## src/hw/dca_consts.vh

```
`ifndef DCA_CONSTS_VH
`define DCA_CONSTS_VH
// Command codes seen from the management bus engine.
`define DCA_CMD_SNAPSHOT 8'h00
`define DCA_REG_MODE 8'h01
`define DCA_REG_COUNT 8'h02
`define DCA_REG_SUM1 8'h03
`define DCA_REG_SUM2 8'h04
`define DCA_REG_VOLT1 8'h07
`define DCA_REG_VOLT2 8'h08
`define DCA_REG_IDENT 8'h0F
// Control byte field positions.
`define DCA_BIT_POWER 7
`define DCA_BIT_CONT 6
`define DCA_BIT_SINGLE 5
`define DCA_BIT_PARK_EN 4
`define DCA_BIT_PARK_HI 3
`define DCA_BIT_PARK_LO 2
`define DCA_BIT_SLOW 1
`define DCA_BIT_OVF 0
`define DCA_MODE_RESET 8'h00
`define DCA_UNMAPPED_READ 8'hFF
// Byte counts of the readable registers.
`define DCA_LEN_COUNT 4'h3
`define DCA_LEN_SUM 4'h7
`define DCA_LEN_VOLT 4'h2
`define DCA_LEN_BYTE 4'h1
// Sampling: normal rate 4096 sps, slow rate 4 sps, core clock 125 MHz.
`define DCA_CLK_HZ 125000000
`define DCA_FAST_SPS 4096
`define DCA_SLOW_SPS 4
// Single-measure cycles per snapshot: two per channel pass, four when parked.
`define DCA_SINGLE_RR 3'h4
`define DCA_SINGLE_PARK 3'h4
// Full-scale value of the accumulation tally.
`define DCA_TALLY_TOP 24'hFFFFFF
`endif

```

## src/hw/dca_rate_tick.v

```verilog
`timescale 1ns/10ps
// Produces a one-cycle sample strobe at the fast or the slow sample rate.
module dca_rate_tick #(
  parameter FAST_DIV = 30517,
  parameter SLOW_DIV = 31250000
) (
  input wire core_clk, // Core clock.
  input wire rst_n, // Synchronous reset, active low.
  input wire run, // Counting enabled; cleared counter while low.
  input wire slow, // Select the slow rate.
  output reg tick // One-cycle sample strobe.
);
  reg [31:0] cnt_r;
  wire [31:0] lim = slow ? SLOW_DIV - 1 : FAST_DIV - 1;

  // Free divider restarted whenever sequencing stops.
  always @(posedge core_clk) begin
    if (!rst_n || !run) begin
      cnt_r <= 32'h0;
      tick <= 1'b0;
    end else if (cnt_r >= lim) begin
      cnt_r <= 32'h0;
      tick <= 1'b1;
    end else begin
      cnt_r <= cnt_r + 32'h1;
      tick <= 1'b0;
    end
  end
endmodule // dca_rate_tick

```

## src/hw/dca_byte_mux.v

```verilog
`timescale 1ns/10ps
// Serves one read byte, most significant first, from a 56-bit image.
module dca_byte_mux (
  input wire core_clk, // Core clock.
  input wire rst_n, // Synchronous reset, active low.
  input wire [55:0] image, // Right-aligned register image.
  input wire [3:0] len, // Register length in bytes.
  input wire [3:0] idx, // Byte index within the read, 0 first.
  input wire rd_en, // Read strobe.
  output reg [7:0] rd_data // Registered read byte.
);
  wire [3:0] sel = len - 4'h1 - idx;

  // Picks the byte counted down from the most significant end.
  always @(posedge core_clk) begin
    if (!rst_n) begin
      rd_data <= 8'h00;
    end else if (rd_en) begin
      if (idx >= len) begin
        rd_data <= 8'h00;
      end else begin
        rd_data <= image[sel[2:0]*8 +: 8];
      end
    end
  end
endmodule // dca_byte_mux

```

## src/hw/dca_accum_regs.v

```verilog
`timescale 1ns/10ps
`include "dca_consts.vh"
module dca_accum_regs #(
  parameter FAST_DIV = `DCA_CLK_HZ / `DCA_FAST_SPS,
  parameter SLOW_DIV = `DCA_CLK_HZ / `DCA_SLOW_SPS,
  parameter [23:0] TALLY_TOP = `DCA_TALLY_TOP, // Count at which the tally stops.
  parameter [4:0] PART_ID = 5'h15, // Arbitrary identifier value.
  parameter [2:0] SIL_REV = 3'h1 // Arbitrary revision value.
) (
  input wire core_clk, // Core clock, 125 MHz.
  input wire rst_n, // Synchronous reset, active low.
  input wire [7:0] cmd_code, // Command code from the bus engine.
  input wire send_byte, // Pulse: data-less send-byte with cmd_code.
  input wire wr_en, // Pulse: write byte to cmd_code.
  input wire [7:0] wr_data, // Write byte.
  input wire rd_en, // Pulse: fetch read byte rd_idx of cmd_code.
  input wire [3:0] rd_idx, // Byte index within the read.
  output wire [7:0] rd_data, // Read byte, valid the cycle after rd_en.
  input wire [15:0] cur1, // Channel 1 current sample.
  input wire [15:0] cur2, // Channel 2 current sample.
  input wire [13:0] volt1, // Channel 1 load-side voltage.
  input wire [13:0] volt2, // Channel 2 load-side voltage.
  output wire [7:0] mode_reg, // Control byte as read back.
  output wire busy // Sequencer is accumulating.
);
  ////////////////////////////////////////////////////////////////////////////
  // Sequencer states: waiting, accumulating, stopped by overflow.
  localparam ST_IDLE = 3'b001;
  localparam ST_RUN = 3'b010;
  localparam ST_HALT = 3'b100;
  // Full-scale values; sums and tally pin there instead of wrapping.
  localparam [55:0] SUM_MAX = {56{1'b1}};
  localparam [23:0] TALLY_MAX = TALLY_TOP;

  // Saturating add; the flag reports that the result pinned.
  // A carry out of bit 55 marks the sum as pinned at full scale.
  function [56:0] sat_add;
    input [55:0] a;
    input [29:0] b;
    reg [56:0] s;
    begin
      s = {1'b0, a} + {27'h0, b};
      sat_add = s[56] ? {1'b1, SUM_MAX} : s;
    end
  endfunction

  // Steers a tick: parked runs feed only the chosen channel, otherwise they alternate.
  function to_first;
    input parked;
    input park_second;
    input toggle;
    begin
      to_first = parked ? !park_second : !toggle;
    end
  endfunction

  // Control bits 7:1 and the overflow flag, kept apart so bit 0 has its own rules.
  reg [7:0] ctl_r;
  reg ovf_r;
  // Sequencer state, ticks left in a single-measure run and the alternating channel.
  reg [2:0] st_r;
  reg [2:0] left_r;
  reg ch_r;
  // Live sums and tally, and their host-visible snapshots.
  reg [55:0] sum1_r;
  reg [55:0] sum2_r;
  reg [55:0] snap1_r;
  reg [55:0] snap2_r;
  reg [23:0] tally_r;
  reg [23:0] snap_tally_r;
  // Voltage samples latched at the last snapshot.
  reg [13:0] v1_r;
  reg [13:0] v2_r;
  // Candidate sums with their carry, and the terms that feed them.
  reg [56:0] add1;
  reg [56:0] add2;
  reg [29:0] term1;
  reg [29:0] term2;
  // Sample strobe from the rate divider.
  wire tick;
  // Snapshot decode, park selection and the slow-rate request.
  wire snapshot = send_byte && (cmd_code == `DCA_CMD_SNAPSHOT);
  wire park = ctl_r[`DCA_BIT_PARK_EN];
  wire park_ch = (ctl_r[`DCA_BIT_PARK_HI:`DCA_BIT_PARK_LO] == 2'h1);
  wire slow_sel = ctl_r[`DCA_BIT_SLOW];

  // Status outputs: readback with the live flag, and the run indicator.
  assign mode_reg = {ctl_r[7:1], ovf_r};
  assign busy = (st_r == ST_RUN);

  ////////////////////////////////////////////////////////////////////////////
  // slow rate
  // four samples per second
  // The divider restarts from zero whenever the sequencer leaves the run state.
  // One tick adds one channel, so a parked channel fills twice as fast.
  dca_rate_tick #(
    .FAST_DIV(FAST_DIV),
    .SLOW_DIV(SLOW_DIV)
  ) u_tick (
    .core_clk(core_clk),
    .rst_n(rst_n),
    .run(busy),
    .slow(slow_sel),
    .tick(tick)
  );

  ////////////////////////////////////////////////////////////////////////////
  // Terms to add for this tick, current or power per channel.
  always @* begin
    // 30-bit product
    // A 16 by 14 bit product always fits the 30-bit term.
    if (ctl_r[`DCA_BIT_POWER]) begin
      term1 = cur1 * volt1;
      term2 = cur2 * volt2;
    end else begin
      term1 = {14'h0, cur1};
      term2 = {14'h0, cur2};
    end
    add1 = sat_add(sum1_r, term1);
    add2 = sat_add(sum2_r, term2);
  end

  ////////////////////////////////////////////////////////////////////////////
  // Control register, overflow flag and sequencer.
  always @(posedge core_clk) begin
    if (!rst_n) begin
      // zero at reset
      // Snapshots and voltages clear too, so early reads return zero.
      ctl_r <= `DCA_MODE_RESET;
      ovf_r <= 1'b0;
      st_r <= ST_IDLE;
      left_r <= 3'h0;
      ch_r <= 1'b0;
      sum1_r <= 56'h0;
      sum2_r <= 56'h0;
      tally_r <= 24'h0;
      snap1_r <= 56'h0;
      snap2_r <= 56'h0;
      snap_tally_r <= 24'h0;
      v1_r <= 14'h0;
      v2_r <= 14'h0;
    end else begin
      // Only the control byte is writable; other codes change nothing.
      // Writes land in any state; keeping them out of continuous runs is the host's part.
      if (wr_en && cmd_code == `DCA_REG_MODE) begin
        ctl_r[7:1] <= wr_data[7:1];
        if (!wr_data[`DCA_BIT_OVF]) begin
          ovf_r <= 1'b0;
        end
      end
      // A snapshot outranks a tick in the same cycle; that tick's sample is dropped.
      if (snapshot) begin
        snap1_r <= sum1_r;
        snap2_r <= sum2_r;
        snap_tally_r <= tally_r;
        v1_r <= volt1;
        v2_r <= volt2;
        // Sums and tally restart together so averages stay consistent.
        sum1_r <= 56'h0;
        sum2_r <= 56'h0;
        tally_r <= 24'h0;
        ch_r <= 1'b0;
        left_r <= park ? `DCA_SINGLE_PARK : `DCA_SINGLE_RR;
        st_r <= ST_RUN;
      end else begin
        case (st_r)
          // Waits for a snapshot; single-measure runs end here.
          ST_IDLE: begin
            st_r <= ST_IDLE;
          end
          ST_RUN: begin
            if (tick) begin
              if (to_first(park, park_ch, ch_r)) begin
                sum1_r <= add1[55:0];
              end else begin
                sum2_r <= add2[55:0];
              end
              if (tally_r != TALLY_MAX) begin
                tally_r <= tally_r + 24'h1;
              end
              // The toggle also runs while parked, where nothing reads it.
              ch_r <= ~ch_r;
              // Single-measure runs count down and drop to idle after the last tick.
              if (ctl_r[`DCA_BIT_SINGLE]) begin
                left_r <= left_r - 3'h1;
                if (left_r == 3'h1) begin
                  st_r <= ST_IDLE;
                end
              end
              // halt on overflow
              // Set after the write clear above, so an event in the same cycle wins.
              if (to_first(park, park_ch, ch_r) ? add1[56] : add2[56]) begin
                ovf_r <= 1'b1;
                st_r <= ST_HALT;
              end else if (tally_r == TALLY_MAX - 24'h1) begin
                // The tally halts on the very step that brings it to its top value.
                ovf_r <= 1'b1;
                st_r <= ST_HALT;
              end
            end
          end
          // Overflow stop; only a snapshot leaves this state.
          ST_HALT: begin
            st_r <= ST_HALT;
          end
          default: begin
            st_r <= ST_IDLE;
          end
        endcase
      end
    end
  end

  ////////////////////////////////////////////////////////////////////////////
  // Read image and length per command code; unknown codes return all ones.
  // Bytes past a register's length read as zero in the byte server.
  reg [55:0] image;
  reg [3:0] len;
  always @* begin
    image = 56'h0;
    len = `DCA_LEN_BYTE;
    case (cmd_code)
      `DCA_REG_MODE: image = {48'h0, mode_reg};
      `DCA_REG_COUNT: begin
        image = {32'h0, snap_tally_r};
        len = `DCA_LEN_COUNT;
      end
      `DCA_REG_SUM1: begin
        image = snap1_r;
        len = `DCA_LEN_SUM;
      end
      `DCA_REG_SUM2: begin
        image = snap2_r;
        len = `DCA_LEN_SUM;
      end
      // Voltage samples sit in bits 15:2 with the two low bits zero.
      `DCA_REG_VOLT1: begin
        image = {40'h0, v1_r, 2'b00};
        len = `DCA_LEN_VOLT;
      end
      `DCA_REG_VOLT2: begin
        image = {40'h0, v2_r, 2'b00};
        len = `DCA_LEN_VOLT;
      end
      // identity byte
      // Identifier and revision are parameters with arbitrary values.
      `DCA_REG_IDENT: image = {48'h0, PART_ID, SIL_REV};
      default: image = {48'h0, `DCA_UNMAPPED_READ};
    endcase
  end

  // most significant first
  // The read byte is registered, so it answers one cycle after the strobe.
  dca_byte_mux u_mux (
    .core_clk(core_clk),
    .rst_n(rst_n),
    .image(image),
    .len(len),
    .idx(rd_idx),
    .rd_en(rd_en),
    .rd_data(rd_data)
  );
endmodule // dca_accum_regs

```

## config.mk

```make
export PLATFORM = sky130hd
export DESIGN_NAME = dca_accum_regs
export DESIGN_NICKNAME = d
export VERILOG_FILES = /design/src/hw/dca_rate_tick.v /design/src/hw/dca_byte_mux.v /design/src/hw/dca_accum_regs.v
export VERILOG_INCLUDE_DIRS = /design/src /design/src/hw
export SDC_FILE = /design/constraint.sdc
export NUM_CORES = 2
export LEC_CHECK = 0
export ABC_CLOCK_PERIOD_IN_PS = 30500
export BUFFER_PORTS_ARGS = -buffer_cell sky130_fd_sc_hd__buf_2
export CAP_MARGIN = 0
export CORE_ASPECT_RATIO = 0.5
export CORE_MARGIN = 3
export CORE_UTILIZATION = 60
export CTS_CLUSTER_DIAMETER = 50
export DETAILED_ROUTE_END_ITERATION = 8
export GPL_ROUTABILITY_DRIVEN = 0
export PLACE_DENSITY = 0.77
export SKIP_LAST_GASP = 1
export SLEW_MARGIN = 20
export SYNTH_ARGS = -nofsm -noshare
export SYNTH_HDL_FRONTEND = slang
export SYNTH_SLANG_ARGS = --single-unit
export TNS_END_PERCENT = 5
```

## constraint.sdc

```tcl
create_clock -name core_clk -period 30.5 [get_ports core_clk]
set_input_delay 6.1 -clock core_clk [delete_from_list [all_inputs] [get_ports core_clk]]
set_output_delay 6.1 -clock core_clk [all_outputs]
set_load 0.05 [all_outputs]
```

==> run_results.csv <==
group,metric,value,unit
run_status,status,"completed",
final_layout,area_growth_from_synthesis_to_layout,6.41,%
critical_path,path_class,"in -> reg",
placed_design,placed_area,34700,um^2
clocking,clock_tree.buffer_depth,3,
final_layout,final_design_area_no_fill,36100,um^2
logic_synthesis,syn-instance-count,4122,
sta,max-slew-margin-rel,0.312,
hold_path,hold_path_depth,2,
clocking,cts_setup_buffers,0,
pwr,sequentialPowerShare,0.169,
floorplanning,die_height,174,um
critical_path,cp-start-kind,"input pin",
sta,setup_viol_count_final,0,
critical_path,cp_max_fo,18,
sta,fmax,67.6,MHz
drt,num_vias,29400,
floorplanning,die_area,59500,um^2
pwr,ir_drop,104,uV
pwr,p_per_area,76.3,nW/um^2
drt,drt-wirelength-per-cell,18.6,um
critical_path,worst_setup_path_end_kind,"flip-flop",
clocking,cts-buffers-inserted,37,
floorplanning,die_x,342,um
logic_synthesis,register_bit_total_from_synthesis,356,
floorplanning,core_area,54800,um^2
final_layout,final_cell_count_no_fill,4848,
critical_path,critical_path.most_common_cell,"sky130_fd_sc_hd__fa_1",
critical_path,worst-endpoint-required,30.92,ns
sta,tightestPinTransition,1.03,ns
critical_path,timing.critical_path.slowest_stage_cell,"sky130_fd_sc_hd__o221ai_2",
sta,final.min_clock_period,14.79,ns
floorplanning,io-pin-count,102,
drt,detail_route.drc_violations,0,
drt,drt_pass1_iterations,9,
sta,rsz0062_at_grt,"false",
floorplanning,initial_utilization,0.618,
clocking,htree_levels,2,
clocking,path_clk_slew,0.06,ns
logic_synthesis,synthesis.area_per_instance,8.22,um^2
clocking,clock_tree.root_cell,"sky130_fd_sc_hd__clkbuf_16",
grt,grt_max_degree,100,
job,maxCapViolCount,0,
sta,setup_slack,15.71,ns
logic_synthesis,ys_types,95,
critical_path,cp.arrival,15.21,ns
pwr,sw_ratio,0.446,
final_layout,nets,4768,
grt,grt_first_pass_wirelength,149000,um
drt,ant_nets,0,
pwr,switching_power_of_the_nets,1.23,mW
logic_synthesis,synthArstFlopShare,0,
pwr,share_clk_of_total_power,0.180,
final_layout,fraction_of_layout_instances_using_a_drive_strength_above_1,0.0629,
pwr,power.leakage,15.9,nW
logic_synthesis,synth_edf_count,0,
grt,grt.overflow.total,0,
logic_synthesis,ys_seq_area_frac,0.210,
clocking,cts.hold.buffers_added,0,
sta,skew,0.0279,ns
logic_synthesis,synthFlopType,"sky130_fd_sc_hd__dfxtp_1",
final_layout,num-fill-cells,4563,
grt,antenna_found_initial,1,
logic_synthesis,yosysWarningCount,0,
drt,routed_via_density,6.06,
sta,period_share,0.485,
placed_design,placed_cells_incl_taps,4782,
clocking,clock-sinks,356,
clocking,worstSkewPairLatency,0.53,ns
clocking,post_cts.resized_instances,0,
sta,timing.final.max_slew_violations,0,
sta,hold_viol_final,0,
drt,route.final.wire_length,90300,um
grt,groute.usage.overall,0.305,
pwr,pint,1.52,mW
placed_design,half_perimeter_wire_length_after_placement,67900,um
critical_path,r2r.worst_path.cells,13,
floorplanning,floorplan.rows,60,
clocking,cts_tree,"built",
critical_path,critical_path.max_stage_delay,0.76,ns
drt,drt_iter0_drc,2810,
grt,first_global_vias,28800,
placed_design,buffer_ports.inserted,101,
pwr,share_comb_of_total_power,0.651,
logic_synthesis,syn-cell-area,33900,um^2
placed_design,placement.setup.worst_slack,15.26,ns
hold_path,hold_path.class,"reg -> reg",
sta,final.setup.tns,0,ns
[final cells by class]
cell class | instances | area, um^2 | share of cell area
sequential | 356 | 7130 | 0.198
timing repair buffer | 123 | 671 | 0.0186
antenna | 1 | 2.50 | 0.0000694
inverter | 420 | 1580 | 0.0439
multi-input combinational | 3139 | 24400 | 0.677
tap | 744 | 931 | 0.0258
clock inverter | 18 | 300 | 0.00833
clock buffer | 47 | 1020 | 0.0284
[power groups by stage]
stage / combinational (mW) / clock [mW] / sequential, mW
after floorplan: 1.38 / 0 / 0.477
after detailed placement: 1.76 / 0 / 0.476
after global placement: 1.72 / 0 / 0.476
final: 1.79 / 0.494 / 0.466
after CTS: 1.78 / 0.498 / 0.466
after global routing: 2.04 / 0.518 / 0.465
[flip-flops by register name, indices dropped and copies added (netlist names)]
register and flops:
sat_add.a 56, snap1_r 56, snap2_r 56, sum1_r 56, u_tick.cnt_r 32, snap_tally_r 24
tally_r 24, v1_r 14, v2_r 14, u_mux.rd_data 8, ctl_r 7, left_r 3
st_r 3, ch_r 1, ovf_r 1, u_tick.tick 1
[critical path, delay by kind of cell]
kind | cells | cell delay [ns]
AOI/OAI and AO/OA | 11 | 3.26
xor gates and xnor gates | 1 | 0.16
adders and majority gates | 8 | 3.87
buffers and inverters | 5 | 0.43
and+or+nand+nor | 5 | 1.39
[layout by cell type, fill, tap and decap left out, types with 12 or more instances in the layout]
cell type,instances
sky130_fd_sc_hd__mux2i_1,28
sky130_fd_sc_hd__nor3_1,38
sky130_fd_sc_hd__o21bai_1,19
sky130_fd_sc_hd__a22oi_1,41
sky130_fd_sc_hd__fa_1,333
sky130_fd_sc_hd__o21a_1,12
sky130_fd_sc_hd__a211oi_1,33
sky130_fd_sc_hd__nor2b_1,15
sky130_fd_sc_hd__a21o_1,57
sky130_fd_sc_hd__mux2_2,27
sky130_fd_sc_hd__nand3_1,77
sky130_fd_sc_hd__xnor2_1,83
sky130_fd_sc_hd__inv_1,417
sky130_fd_sc_hd__clkbuf_16,38
sky130_fd_sc_hd__and3_1,53
sky130_fd_sc_hd__buf_4,22
sky130_fd_sc_hd__a221oi_1,15
sky130_fd_sc_hd__ha_1,273
sky130_fd_sc_hd__o211ai_1,19
sky130_fd_sc_hd__buf_2,101
sky130_fd_sc_hd__nor2_1,187
sky130_fd_sc_hd__nand4_1,31
sky130_fd_sc_hd__nand2_1,726
sky130_fd_sc_hd__dfxtp_1,355
sky130_fd_sc_hd__a31oi_1,54
sky130_fd_sc_hd__xor2_1,82
sky130_fd_sc_hd__and2_1,226
sky130_fd_sc_hd__o22ai_1,20
sky130_fd_sc_hd__a21oi_1,322
sky130_fd_sc_hd__o21ai_0,129
sky130_fd_sc_hd__nand2b_1,18
[through the flow]
step,total power [mW],util,hold slack [ns]
2_1_floorplan,1.86,-,0.432
3_3_place_gp,2.19,0.634,0.439
3_5_place_dp,2.24,0.634,0.447
4_1_cts,2.74,0.658,0.456
5_1_grt,3.03,0.658,0.475
6_report,2.75,0.658,0.453
[synthesized netlist by cell type, drive strengths merged, types with 9 or more instances]
library cell,number,area share
xnor2,83,0.021
nand3,78,0.012
o22ai,20,0.0037
buf,20,0.0032
nand4,32,0.0064
inv,418,0.046
nor3,39,0.0059
a21oi,323,0.048
nor4,9,0.0027
ha,273,0.10
dfxtp,356,0.21
o31ai,11,0.0028
or3,11,0.0020
a22oi,41,0.0091
o221ai,11,0.0030
mux2i,28,0.0083
a21o,57,0.013
nand2,729,0.081
nor2b,15,0.0028
nand2b,18,0.0033
o21bai,19,0.0042
a221oi,15,0.0039
o211ai,20,0.0046
a211oi,33,0.0073
xor2,82,0.021
a311oi,11,0.0028
a31oi,54,0.010
nor2,191,0.021
and4,11,0.0029
o21a,12,0.0027
mux2,28,0.0094
clkbuf,192,0.021
o21ai,137,0.020
and3,55,0.010
and2,230,0.043
fa,333,0.20
a22o,10,0.0026
[per-layer routing]
metal	wire length, um	global-route usage
met1	39300	0.432
met2	40600	0.485
met4	3110	0.100
met3	7240	0.0379
met5	0	0
[kinds of logic (layout without fill, tap and decap cells)]
group                    after synthesis  in the layout  synth area share
multiplexers                          56             56            0.0177
XOR/XNOR                             165            165            0.0426
AO/OA/AOI/OAI                        860            860             0.161
other                                  1              7          0.000111
adder cells (fa/ha/maj)              606            606             0.298
AND/OR/NAND/NOR                     1446           1446             0.200
flip-flops                           356            356             0.210
buffers and inverters                632            608            0.0711
[worst paths after layout]
check,end,start,slack (ns)
hold / removal,snap2_r[46],snap2_r[46],0.45
hold reg to reg,snap2_r[46],snap2_r[46],0.45
setup / recovery,sum1_r[25],cur1[6],15.71
setup reg to reg,sum1_r[25],ctl_r[7],25.47
No activity file was read; power rests on OpenSTA's default activity.
